<file path="config.mk">
export PLATFORM = sky130hd
export DESIGN_NAME = shared_regs_lane_select
export DESIGN_NICKNAME = d
export VERILOG_FILES = /design/src/shared_regs_pkg.sv /design/src/lane_select_decoder.sv /design/src/shared_regs_lane_select.sv
export SDC_FILE = /design/constraint.sdc
export NUM_CORES = 1
export LEC_CHECK = 0
export BUFFER_PORTS_ARGS = -buffer_cell sky130_fd_sc_hd__buf_4
export CAP_MARGIN = 20
export CORE_MARGIN = 5
export CORE_UTILIZATION = 35
export CTS_CLUSTER_SIZE = 16
export DETAILED_ROUTE_END_ITERATION = 6
export PLACE_DENSITY_LB_ADDON = 0.12
export SYNTH_ARGS = -nofsm -noshare
export SYNTH_HDL_FRONTEND = slang
export SYNTH_HIERARCHICAL = 1
export SYNTH_SLANG_ARGS = --single-unit
</file>
<file path="constraint.sdc">
create_clock -name i_mclk -period 3 [get_ports i_mclk]
set_clock_uncertainty 0.05 [all_clocks]
set_input_delay 0 -clock i_mclk [delete_from_list [all_inputs] [get_ports i_mclk]]
set_output_delay 0 -clock i_mclk [all_outputs]
set_load 0.05 [all_outputs]
</file>
<file path="src/shared_regs_pkg.sv">
// Constants and types for the shared register bank with lane select
// What this block does
// RULE1 - Bit 6 of 0x04 resets shared registers, self-clears
// RULE2 - Bit 5 of 0x04 resets master-mode logic, self-clears
// RULE3 - Bit 4 of 0x04 forces EEPROM config load
// RULE4 - Bit 7 of 0x05 disables automatic EEPROM load
// RULE5 - Bit 4 of 0x05 reads load done, default 1
// RULE6 - Bits 3..0 of 0x05 flag lane 0..3 interrupts
// RULE7 - Broadcast bit sends lane writes to all lanes
// RULE8 - Lane reads come from indexed lane only
// RULE9 - Lane space enable steers accesses to lanes
// RULE10 - Writes to 0xff always update lane select
// RULE11 - Lane select not readable, read undefined
// RULE12 - Host writes full byte, upper nibble zero
// RULE13 - Decode 0x00 shared, 0x04-7 lane, 0x0c-f broadcast
// RULE14 - Selection persists until lane select rewritten
// RULE15 - Writes to read-only bits are discarded
// RULE16 - Target address is 0x18 plus strap bits
// RULE17 - Self-clearing reset bits read back zero
`default_nettype none
package shared_regs_pkg;
    localparam logic [7:0] ADDR_STRAP    = 8'h00;
    localparam logic [7:0] ADDR_RSV_A    = 8'h02;
    localparam logic [7:0] ADDR_RSV_B    = 8'h03;
    localparam logic [7:0] ADDR_CTRL     = 8'h04;
    localparam logic [7:0] ADDR_STAT     = 8'h05;
    localparam logic [7:0] ADDR_RSV_C    = 8'h06;
    localparam logic [7:0] ADDR_RSV_D    = 8'h07;
    localparam logic [7:0] ADDR_LANE_SEL = 8'hff;
    localparam logic [7:0] RST_RSV_A     = 8'h00;
    localparam logic [7:0] RST_RSV_B     = 8'h00;
    localparam logic [7:0] RST_CTRL      = 8'h01;
    localparam logic [7:0] RST_STAT_RW   = 8'h00;
    localparam logic [7:0] RST_RSV_C     = 8'h00;
    localparam logic [7:0] RST_RSV_D     = 8'h05;
    localparam logic [7:0] RST_LANE_SEL  = 8'h00;
    localparam logic [7:0] UNDEF_READ    = 8'h00;
    localparam int CTRL_REGS_RST  = 6;
    localparam int CTRL_MAS_RST   = 5;
    localparam int CTRL_FORCE     = 4;
    localparam int STAT_DISABLE   = 7;
    localparam int STAT_DONE      = 4;
    localparam int SEL_BCAST      = 3;
    localparam int SEL_EN         = 2;
    localparam logic [7:0] CTRL_RW_MASK = 8'h9f;
    localparam logic [7:0] STAT_RW_MASK = 8'he0;
    localparam logic [6:0] BASE_ADDR    = 7'h18;
    localparam int NUM_LANES = 4;
    typedef struct packed {
        logic       wr;
        logic       rd;
        logic [7:0] addr;
        logic [7:0] wdata;
    } reg_req_t;
    typedef struct packed {
        logic [3:0] wr_en;
        logic [1:0] rd_lane;
        logic       rd;
        logic [7:0] addr;
        logic [7:0] wdata;
    } lane_req_t;
endpackage
`default_nettype wire

</file>
<file path="src/lane_select_decoder.sv">
// Lane-select register and access steering between shared and lane sets
`default_nettype none
module lane_select_decoder
    import shared_regs_pkg::*;
(
    input  wire logic                      i_mclk,
    input  wire logic                      i_rstn,
    input  wire shared_regs_pkg::reg_req_t i_req,
    output logic                           o_lane_mode,
    output shared_regs_pkg::lane_req_t     o_lane_req,
    output logic                           o_shared_wr,
    output logic                           o_shared_rd,
    output logic                           o_sel_rd
);
    logic [7:0] sel_q;
    logic       is_sel;

    assign is_sel = (i_req.addr == ADDR_LANE_SEL);

    // Only the select write changes the target, so it persists [RULE14]
    always_ff @(posedge i_mclk) begin
        if (!i_rstn) begin
            sel_q <= RST_LANE_SEL;
        end else if (i_req.wr && is_sel) begin
            sel_q <= i_req.wdata; // [RULE10] [RULE12]
        end
    end

    assign o_lane_mode = sel_q[SEL_EN]; // [RULE9] [RULE13]

    always_comb begin
        o_lane_req         = '0;
        o_lane_req.addr    = i_req.addr;
        o_lane_req.wdata   = i_req.wdata;
        o_lane_req.rd_lane = sel_q[1:0]; // [RULE8]
        o_lane_req.rd      = i_req.rd && !is_sel && sel_q[SEL_EN];
        if (i_req.wr && !is_sel && sel_q[SEL_EN]) begin
            if (sel_q[SEL_BCAST]) begin
                o_lane_req.wr_en = '1; // [RULE7]
            end else begin
                o_lane_req.wr_en = 4'(1 << sel_q[1:0]);
            end
        end
    end

    assign o_shared_wr = i_req.wr && !is_sel && !sel_q[SEL_EN]; // [RULE9]
    assign o_shared_rd = i_req.rd && !is_sel && !sel_q[SEL_EN];
    assign o_sel_rd    = i_req.rd && is_sel; // [RULE11]
endmodule
`default_nettype wire

</file>
<file path="src/shared_regs_lane_select.sv">
// Shared control/status registers of the four-lane retimer with lane steering
`default_nettype none
module shared_regs_lane_select
    import shared_regs_pkg::*;
(
    input  wire logic                      i_mclk,
    input  wire logic                      i_rstn,
    input  wire shared_regs_pkg::reg_req_t i_req,
    input  wire logic [3:0]                i_addr_strap,
    input  wire logic [3:0]                i_lane_irq,
    input  wire logic                      i_load_done,
    input  wire logic                      i_load_busy,
    input  wire logic [7:0]                i_lane_rdata,
    output shared_regs_pkg::lane_req_t     o_lane_req,
    output logic                           o_lane_mode,
    output logic [6:0]                     o_target_addr,
    output logic                           o_force_config_load,
    output logic                           o_auto_load_enable,
    output logic                           o_master_mode_logic_reset,
    output logic [7:0]                     o_rdata,
    output logic                           o_rvalid
);
    logic [7:0] ctrl_q;
    logic [7:0] stat_rw_q;
    logic [7:0] rsv_a_q;
    logic [7:0] rsv_b_q;
    logic [7:0] rsv_c_q;
    logic [7:0] rsv_d_q;
    logic [3:0] lane_irq_flag_q;
    logic       load_done_q;
    logic       shared_regs_reset;
    logic       master_reset_q;
    logic       shared_wr;
    logic       shared_rd;
    logic       sel_rd;
    logic [7:0] stat_rd;
    logic [7:0] shared_rd_d;

    lane_select_decoder u_dec (
        .i_mclk      (i_mclk),
        .i_rstn      (i_rstn),
        .i_req       (i_req),
        .o_lane_mode (o_lane_mode),
        .o_lane_req  (o_lane_req),
        .o_shared_wr (shared_wr),
        .o_shared_rd (shared_rd),
        .o_sel_rd    (sel_rd)
    );

    // Self-clearing bits are never stored, so they always read zero [RULE17]
    assign shared_regs_reset = shared_wr && (i_req.addr == ADDR_CTRL)
                               && i_req.wdata[CTRL_REGS_RST]; // [RULE1]

    always_ff @(posedge i_mclk) begin
        if (!i_rstn) begin
            master_reset_q <= 1'b0;
        end else begin
            master_reset_q <= shared_wr && (i_req.addr == ADDR_CTRL)
                              && i_req.wdata[CTRL_MAS_RST]; // [RULE2]
        end
    end

    // Shared register reset wins over a simultaneous write [RULE1]
    always_ff @(posedge i_mclk) begin
        if (!i_rstn || shared_regs_reset) begin
            ctrl_q    <= RST_CTRL;
            stat_rw_q <= RST_STAT_RW;
            rsv_a_q   <= RST_RSV_A;
            rsv_b_q   <= RST_RSV_B;
            rsv_c_q   <= RST_RSV_C;
            rsv_d_q   <= RST_RSV_D;
        end else if (shared_wr) begin
            case (i_req.addr)
                ADDR_CTRL:  ctrl_q    <= i_req.wdata & CTRL_RW_MASK; // [RULE17]
                ADDR_STAT:  stat_rw_q <= i_req.wdata & STAT_RW_MASK; // [RULE15]
                ADDR_RSV_A: rsv_a_q   <= i_req.wdata;
                ADDR_RSV_B: rsv_b_q   <= i_req.wdata;
                ADDR_RSV_C: rsv_c_q   <= i_req.wdata;
                ADDR_RSV_D: rsv_d_q   <= i_req.wdata;
                default:    ;
            endcase
        end
    end

    // Interrupt summary is sticky; a shared reset clears it [RULE6]
    always_ff @(posedge i_mclk) begin
        if (!i_rstn) begin
            lane_irq_flag_q <= '0;
        end else if (shared_regs_reset) begin
            // An event in the clearing cycle still lands
            lane_irq_flag_q <= i_lane_irq;
        end else begin
            lane_irq_flag_q <= lane_irq_flag_q | i_lane_irq;
        end
    end

    // Done is high from reset; a running load drops it until finished [RULE5]
    always_ff @(posedge i_mclk) begin
        if (!i_rstn) begin
            load_done_q <= 1'b1;
        end else if (i_load_done) begin
            load_done_q <= 1'b1;
        end else if (i_load_busy) begin
            load_done_q <= 1'b0;
        end
    end

    always_comb begin
        stat_rd                  = stat_rw_q;
        stat_rd[STAT_DONE]       = load_done_q;
        // Lane 0 sits at bit 3, lane 3 at bit 0 [RULE6]
        for (int i = 0; i < NUM_LANES; i++) begin
            stat_rd[NUM_LANES-1-i] = lane_irq_flag_q[i];
        end
    end

    always_comb begin
        case (i_req.addr)
            ADDR_STRAP: shared_rd_d = {i_addr_strap, 4'h0}; // [RULE16]
            ADDR_RSV_A: shared_rd_d = rsv_a_q;
            ADDR_RSV_B: shared_rd_d = rsv_b_q;
            ADDR_CTRL:  shared_rd_d = ctrl_q;
            ADDR_STAT:  shared_rd_d = stat_rd;
            ADDR_RSV_C: shared_rd_d = rsv_c_q;
            ADDR_RSV_D: shared_rd_d = rsv_d_q;
            default:    shared_rd_d = UNDEF_READ;
        endcase
    end

    // Read data registered one cycle after the request
    // Lane sets answer in the request cycle, so every read has one latency
    always_ff @(posedge i_mclk) begin
        if (!i_rstn) begin
            o_rdata  <= '0;
            o_rvalid <= 1'b0;
        end else begin
            o_rvalid <= i_req.rd;
            if (shared_rd) begin
                o_rdata <= shared_rd_d;
            end else if (sel_rd) begin
                o_rdata <= UNDEF_READ; // [RULE11]
            end else if (o_lane_req.rd) begin
                o_rdata <= i_lane_rdata; // [RULE8]
            end
        end
    end

    assign o_target_addr             = 7'(BASE_ADDR + {3'h0, i_addr_strap}); // [RULE16]
    assign o_force_config_load       = ctrl_q[CTRL_FORCE]; // [RULE3]
    assign o_auto_load_enable        = !stat_rw_q[STAT_DISABLE]; // [RULE4]
    assign o_master_mode_logic_reset = master_reset_q; // [RULE2]
endmodule
`default_nettype wire

</file>
# Word level (Yosys, flattened, before mapping)
# Cells that the tools add are included.
[op_classes] addsub=1 n_eq_ne=7 n_shift=1 muxes=7 bitwise_logic=2 n_reduce_logical=25
[op_table] cell="8-bit one-hot mux with 7 select lines" count=1
[op_table] cell="8-bit by 3-bit == test with 1-bit output, second input constant" count=4
[op_table] cell="8-bit two-way mux" count=3
[op_table] cell="8-bit by 2-bit == test with 1-bit output, second input constant" count=2
[op_table] cell="4-bit two-way mux" count=3
[op_table] cell="2-bit AND reduction" count=6
[op_table] cell="1-bit logical AND" count=11
[op_table] cell="8-bit == test, second input constant" count=1
[op_table] cell="8-bit zero test" count=1
[op_table] cell="5-bit by 4-bit adder with 6-bit output, first input constant" count=1
[op_table] cell="1-bit zero test" count=4
[op_table] cell="4-bit bitwise OR" count=1
[op_table] cell="1-bit by 2-bit left shift with 4-bit output, first input constant" count=1
[op_table] cell="3-bit nonzero test" count=1
[op_table] cell="2-bit OR reduction" count=1
[op_table] cell="1-bit logical OR" count=1
[op_table] cell="1-bit inverter" count=1
[totals] register_bits=60 inputBits=38 output_inout_bits=43 elab_cells=55

# Depth between registers and ports, before layout
# Gate-level depths: netlist of the first run.
[logic_depth] ltp_word=7 depth_mapped=9 ltp_nobuf=7

# Cells and area by module
# Netlist of the first run, hierarchy kept.
[by_module_without_submodules] mod="shared_regs_lane_select" n_inst=1 cells_per_inst=285 area_each_um2=2727.6 seq_area_each_um2=1121.1
[by_module_without_submodules] mod="lane_select_decoder" n_inst=1 cells_per_inst=56 area_each_um2=407.9 seq_area_each_um2=80.1

# Least setup slack after synthesis of the first run
# Ideal clock, no wire load.
[synth_timing] kind="reg-to-reg" startpoint="register u_dec.sel_q[2]" endpoint="register o_rdata[5]" setup_ps=123 t_arrival_ps=2252 t_required_ps=2827 setup_slack_ps=575 path_stages_with_launch=8 path_buffers=1 synth_period_minus_slack_ps=2425 cell_sequence="dfxtp_1 nand2_1 nor2_1 inv_1 clkbuf_1 o21a_1 a221oi_1 nor2_1"
[synth_lines] element="start: declaration" line_no="lane_select_decoder.sv:15" text="logic [7:0] sel_q;"
[synth_lines] element="start signal: assignment" line_no="lane_select_decoder.sv:25" text="sel_q <= i_req.wdata;"
[synth_lines] element="end signal: assignment" line_no="shared_regs_lane_select.sv:139" text="o_rdata <= shared_rd_d;"
[synth_lines] element="end signal: assignment" line_no="shared_regs_lane_select.sv:143" text="o_rdata <= i_lane_rdata;"
[synth_lines] element="end: declaration" line_no="shared_regs_lane_select.sv:20" text="output logic [7:0] o_rdata,"

# Worst setup path in the final report of the first run
[layout_timing] startpoint="register u_dec.sel_q[2]" endpoint="register rsv_c_q[7]"
[layout_between] elab_chain_len=5 elab_cells_between_ends=6 cone_classes="reduce/logical: 6"
[layout_rtl] element="1-bit zero test (*)" line_no="lane_select_decoder.sv:46" text="assign o_shared_wr = i_req.wr && !is_sel && !sel_q[SEL_EN];"
[layout_rtl] element="1-bit logical AND (*)" line_no="lane_select_decoder.sv:46"
[layout_rtl] element="via shared_wr" line_no="shared_regs_lane_select.sv:33" text="logic shared_wr;"
[layout_rtl] element="1-bit logical AND" line_no="shared_regs_lane_select.sv:51" text="assign shared_regs_reset = shared_wr && (i_req.addr == ADDR_CTRL)"
[layout_rtl] element="1-bit logical AND" line_no="shared_regs_lane_select.sv:52" text="&& i_req.wdata[CTRL_REGS_RST];"
[layout_rtl] element="1-bit logical OR" line_no="shared_regs_lane_select.sv:65" text="if (!i_rstn || shared_regs_reset) begin"
[layout_rtl] element="end signal: assignment" line_no="shared_regs_lane_select.sv:78" text="ADDR_RSV_C: rsv_c_q <= i_req.wdata;"
[layout_rtl] element="end: declaration" line_no="shared_regs_lane_select.sv:27" text="logic [7:0] rsv_c_q;"
# The timed path passes the listed nets; every way through them passes the cells marked *.
# A chain may end at the register's enable or synchronous reset.

==> qor.yml, run 1 <==
critical_path:
  cp_top_family: "simple AND/OR/NAND/NOR gates"
  critPathKind: "reg -> reg"
  r2r_start: "u_dec/sel_q[2]"
  max_stage_delay_ps: 640
  cp_slowest_cell: "nor3_4"
  worst_ep_required_time_ps: 3160
  path_cells: "nor3_1, nand2_1, nor3_4, mux2i_1, nor2_1"
  cp-start-kind: "flip-flop"
  worstPathArrival_ps: 2330
  cp.buffers_inverters: 0
  startpoint: "u_dec/sel_q[2]"
  end_kind: "flip-flop"
  worstPathMaxFanout: 8
grt:
  grt_pass1_wl_mm: 14.79
  grt_max_degree: 34
  grt_use_total: 0.1667
  grt-ovfl-total: 0
  antenna_found_initial: 0
  grt_pass1_vias: 2664
job:
  drv_cap: 0
die:
  pin_count: 81
  core.rowCount: 34
  die_x_um: 104.7
  coreArea_um2: 8721
  die_h_um: 104.7
  dieArea_um2: 10950
  start_util: 0.3595
sta:
  hold_viol: 0
  tightest_slew_ps: 716.4
  slew_viol_final: 0
  fmax_ghz: 0.4611
  tns_ps: 0
  rsz0062_at_grt: "false"
  setup_viol: 0
  timing.final.crit_share: 0.7229
  relSlewSlack: 0.5208
  layout_min_cycle_time_ps: 2169
clocking:
  cts_buffers: 9
  clock_path_buffers: 2
  postCtsSetupRepairBufs: 0
  clock_latency_ps: 330
  cts_resized: 0
  cts_tree: "done"
  root_buffer: "clkbuf_8"
  clock-sinks: 60
  clk_pin_slew_ps: 60
  h-tree-depth: 3
  holdBufCountCts: 19
synth:
  synthFlopType: "dfxtp_1"
  ys_warn_count: 6
  synth-seq-cells: 60
  netlist_area_um2: 3136
  ys_seq_area_frac: 0.3831
  netlist_instances: 341
  synth_edf_count: 0
  async_flop_share: 0
  syn_avg_cell_area_um2: 9.195
  ys_types: 49
  syn-num-nets: 379
min_path:
  worstHoldStart: "i_lane_rdata[5]"
  hp-class: "in -> reg"
cells_and_area:
  layoutNonFillerInstCount: 524
  diodes: 0
  drive_above_1_share: 0.2981
  fin_area_um2: 4011
  final_util: 0.4600
  final_nets: 451
  syn2layout_area_growth_pct: 27.93
power:
  pwr-share-seq: 0.459
  swShare: 0.2714
  power_switching_uw: 480.9
  power_frac_comb: 0.165
  p_clk_frac: 0.376
  ir_worst_vdd_uv: 217.2
  p_int_mw: 1.291
  p_per_area_nw_per_um2: 441.7
  p_leak_nw: 1.558
placed_design:
  hpwl_mm: 6.304
  post-place-cells: 491
  placed_cell_area_um2: 3650
  port_buffers: 79
  place_congestion: 0.7697
drt:
  drtIter0Drc: 108
  first_pass_iters: 5
  ant_nets: 0
  post_drt_wl_per_cell_um: 17.08
  vias_per_cell: 5.069
  routed_wirelength_mm: 8.949
  vias: 2656
  drc: 0
outcome:
  status: "complete, no violations"
## synthesized netlist by cell type, types with 2 or more instances
cell | count | share of area
a21oi_1 | 14 | 0.022
a221oi_1 | 2 | 0.0056
a22o_1 | 7 | 0.020
a311o_1 | 2 | 0.0064
a31oi_1 | 4 | 0.0080
and2_1 | 3 | 0.0060
buf_1 | 2 | 0.0024
buf_4 | 27 | 0.065
clkbuf_1 | 11 | 0.013
dfxtp_1 | 60 | 0.38
inv_1 | 10 | 0.012
mux2_2 | 7 | 0.025
mux2i_1 | 49 | 0.16
nand2_1 | 26 | 0.031
nand2b_1 | 3 | 0.0060
nand3_1 | 7 | 0.011
nand3b_1 | 4 | 0.0096
nor2_1 | 37 | 0.044
nor2_2 | 8 | 0.016
nor2b_1 | 2 | 0.0040
nor3_1 | 3 | 0.0048
nor3_4 | 4 | 0.021
o21a_1 | 8 | 0.019
o21ai_0 | 5 | 0.0080
o221ai_1 | 7 | 0.020
o22ai_1 | 3 | 0.0060
o2bb2ai_1 | 2 | 0.0056
or3_1 | 3 | 0.0060
## metal layers
| metal | wire (um) | track usage |
|---|---|---|
| met5 | 0 | 0 |
| met4 | 100 | 0.04110 |
| met3 | 454 | 0.03884 |
| met2 | 4144 | 0.2742 |
| met1 | 4249 | 0.2216 |
## flip-flops by register name, summed over array words and instances (netlist names)
| signal | flops |
|---|---|
| o_rdata | 8 |
| rsv_a_q | 8 |
| rsv_b_q | 8 |
| rsv_c_q | 8 |
| rsv_d_q | 8 |
| ctrl_q | 6 |
| lane_irq_flag_q | 4 |
| u_dec/sel_q | 4 |
| stat_rw_q | 3 |
| load_done_q | 1 |
| o_master_mode_logic_reset | 1 |
| o_rvalid | 1 |
## final timing paths
kind | end | slack [ps] | cells past startpoint
worst max-delay path | rsv_c_q[7] | 830 | 5
worst min-delay path | o_rdata[5] | 30 | 4
worst max register to register | rsv_c_q[7] | 830 | 5
worst min register to register | ctrl_q[7] | 410 | 2
## metrics by stage
stage               setup slack (ps)  hold slack, ps  total power, mW
detailed placement             713.3           148.6            1.105
finish                         831.3           25.55            1.772
floorplan                      574.9           55.93            1.014
global placement               782.0           138.2            1.104
CTS                            873.5           4.329            1.803
global route                   710.8           56.07            1.853
## kinds of logic after synthesis
family,synth area share
AND/OR/NAND/NOR,0.1991
flip-flops,0.3831
AO/OA/AOI/OAI,0.1305
multiplexers,0.1887
buffers and inverters,0.09737
other,0.001196
## power by group through the flow
| stage | registers [mW] | clock network [mW] | logic [mW] |
|---|---|---|---|
| finish | 0.813 | 0.666 | 0.293 |
| detailed placement | 0.831 | 0 | 0.275 |
| CTS | 0.813 | 0.695 | 0.295 |
| global placement | 0.831 | 0 | 0.273 |
| floorplan | 0.846 | 0 | 0.168 |
| global route | 0.814 | 0.727 | 0.312 |
## cell usage in the layout (no fill, tap or decap), drive strengths merged, types with 3 or more instances in the layout
cell type,Yosys,final
o22ai,3,3
o221ai,7,7
dfxtp,60,60
dlygate4sd3,0,19
nor3,7,7
clkbuf,11,11
nand3,8,8
buf,31,84
nand2b,3,3
and2,4,4
o21ai,6,6
nor4,3,3
nor2,45,45
mux2i,49,49
o21a,8,8
or3,3,3
a22o,7,7
inv,10,10
nand2,26,26
a21oi,14,14
nand3b,4,4
mux2,7,7
a31oi,4,4
## layout make-up
type / instances / area [um2]
Clock buffer: 11 / 131.4
Clock inverter: 3 / 40.04
Fill cell: 856 / 4710
Inverter: 10 / 37.54
Multi-Input combinational cell: 229 / 1633
Sequential cell: 60 / 1201
Tap cell: 108 / 135.1
Timing Repair Buffer: 103 / 833.3
## worst reg2reg max path, stage by stage (launching register included)
cell     delay (ps)
dfxtp_1         360
nor3_1          380
nand2_1         320
nor3_4          640
mux2i_1         260
nor2_1           50
No activity file was read; power rests on OpenSTA's default activity.
==> run 2, diff against run 1 <==
==> constraint.sdc (replaced) <==
create_clock -name i_mclk -period 1.8 [get_ports i_mclk]
set_clock_uncertainty 0.05 [all_clocks]
set_input_delay 0 -clock i_mclk [delete_from_list [all_inputs] [get_ports i_mclk]]
set_output_delay 0 -clock i_mclk [all_outputs]
set_load 0.05 [all_outputs]
==> qor.yml, run 2 (synthesis results as in run 1) <==
outcome:
  status: "complete, no violations"
cells_and_area:
  syn2layout_area_growth_pct: 38.27
  diodes: 0
  drive_above_1_share: 0.3431
  final_nets: 477
  most-common-layout-cells: "buf_4, dfxtp_1, mux2i_1"
  layoutNonFillerInstCount: 551
  fill_cells: 809
  final_util: 0.4971
  final_common_cell: "buf_4"
drt:
  drc: 0
  vias: 2801
  ant_nets: 0
  post_drt_wl_per_cell_um: 16.71
  routed_wirelength_mm: 9.206
  first_pass_iters: 5
  vias_per_cell: 5.083
  drtIter0Drc: 109
power:
  p_per_area_nw_per_um2: 712.9
  p_leak_nw: 1.711
  ir_worst_vdd_uv: 304.0
sta:
  hold_viol: 0
  setup_viol: 0
  fmax_ghz: 0.5708
  layout_min_cycle_time_ps: 1752
  timing.final.crit_share: 0.9732
  slew_viol_final: 0
  tns_ps: 0
grt:
  grt_max_degree: 24
  grt-ovfl-total: 0
  antenna_found_initial: 0
  grt_pass1_wl_mm: 15.08
  grt_pass1_vias: 2757
  grt_use_total: 0.1715
placed_design:
  hpwl_mm: 6.504
  place_congestion: 0.8343
  port_buffers: 79
  post-place-cells: 507
clocking:
  clock-sinks: 60
  root_buffer: "clkbuf_8"
  cts_tree: "done"
  cts_buffers: 9
  clock_path_buffers: 2
  clock_latency_ps: 340
  h-tree-depth: 3
  clk_pin_slew_ps: 70
critical_path:
  end_kind: "flip-flop"
  path_common_cell: "dlygate4sd3_1"
  max_stage_delay_ps: 770
  cp_slowest_cell: "dlygate4sd3_1"
  worstPathArrival_ps: 1970
  cp-start-kind: "input pin"
  worstPathMaxFanout: 8
  worst_ep_required_time_ps: 2020
  critPathKind: "in -> reg"
  path_cells: "dlygate4sd3_1, buf_6, buf_4, dlygate4sd3_1, o221ai_1, a31oi_1"
die:
  start_util: 0.3595
  dieArea_um2: 10950
  core.rowCount: 34
  coreArea_um2: 8721
  die_h_um: 104.7
  pin_count: 81
  die_x_um: 104.7
job:
  drv_cap: 0
min_path:
  hp-class: "in -> reg"
-- run 2: changes by cell type in the layout (fill, tap and decap cells not counted), sizes merged --
cell	previous run	this run
buf	84	105
clkinv	2	1
clkinvlp	0	1
dlygate4sd3	19	24
inv	10	11
-- run 2: final timing paths --
path	from	endpoint	slack (ps)	depth (start not counted)
setup / recovery	i_rstn	o_rdata[4]	50	6
hold / removal	i_lane_rdata[5]	o_rdata[5]	30	4
setup reg to reg	u_dec/sel_q[2]	rsv_b_q[2]	140	7
hold reg to reg	ctrl_q[7]	ctrl_q[7]	410	2
-- run 2: power breakdown --
group	total, mW	internal [mW]	leakage [nW]	switching, mW
Sequential	1.35	1.34	0.487	0.00979
Combinational	0.540	0.222	1.13	0.318
Clock	1.20	0.668	0.0957	0.529
-- run 2: final cells by class --
| cell class | count | area [um2] | area share |
|---|---|---|---|
| Sequential cell | 60 | 1205 | 0.2779 |
| Clock buffer | 11 | 141.4 | 0.03261 |
| Inverter | 10 | 37.54 | 0.008658 |
| Multi-Input combinational cell | 229 | 1665 | 0.3841 |
| Clock inverter | 4 | 48.80 | 0.01126 |
| Tap cell | 108 | 135.1 | 0.03117 |
| Timing Repair Buffer | 129 | 1102 | 0.2543 |
-- run 2: metal layers --
| layer | up-vias | part of all wire | wire [um] | GRT usage |
|---|---|---|---|---|
| li1 | 1381 | - | - | - |
| met1 | 1320 | 0.48 | 4392 | 0.2379 |
| met2 | 87 | 0.45 | 4142 | 0.2611 |
| met3 | 13 | 0.058 | 536 | 0.04007 |
| met4 | 0 | 0.015 | 134 | 0.06119 |
| met5 | - | 0 | 0 | 0 |
-- run 2: stage by stage --
stage / hold WS [ps] / setup slack, ps / cell area, um2 / power, mW
after detailed placement: 145.0 / 94.31 / 3852 / 1.872
final: 25.96 / 48.21 / 4335 / 3.091
after global placement: 139.5 / 98.94 / 3852 / 1.870
after floorplan: 55.93 / -13.68 / 3178 / 1.694
after CTS: 1.043 / 39.57 / 4293 / 3.127
after global routing: 39.21 / -12.99 / 4335 / 3.231
-- run 2: repair_timing --
action                                 CTS  global route
hold buffers                            25             0
setup endpoints to repair                0             7
buffers inserted                         0             5
resized for setup                        0             4
endpoints found under the hold margin   58             0
-- run 2: critical path: cells and delay by family --
| family | cells | cell delay, ps |
|---|---|---|
| compound gates | 2 | 340 |
| buf+inv | 4 | 1620 |
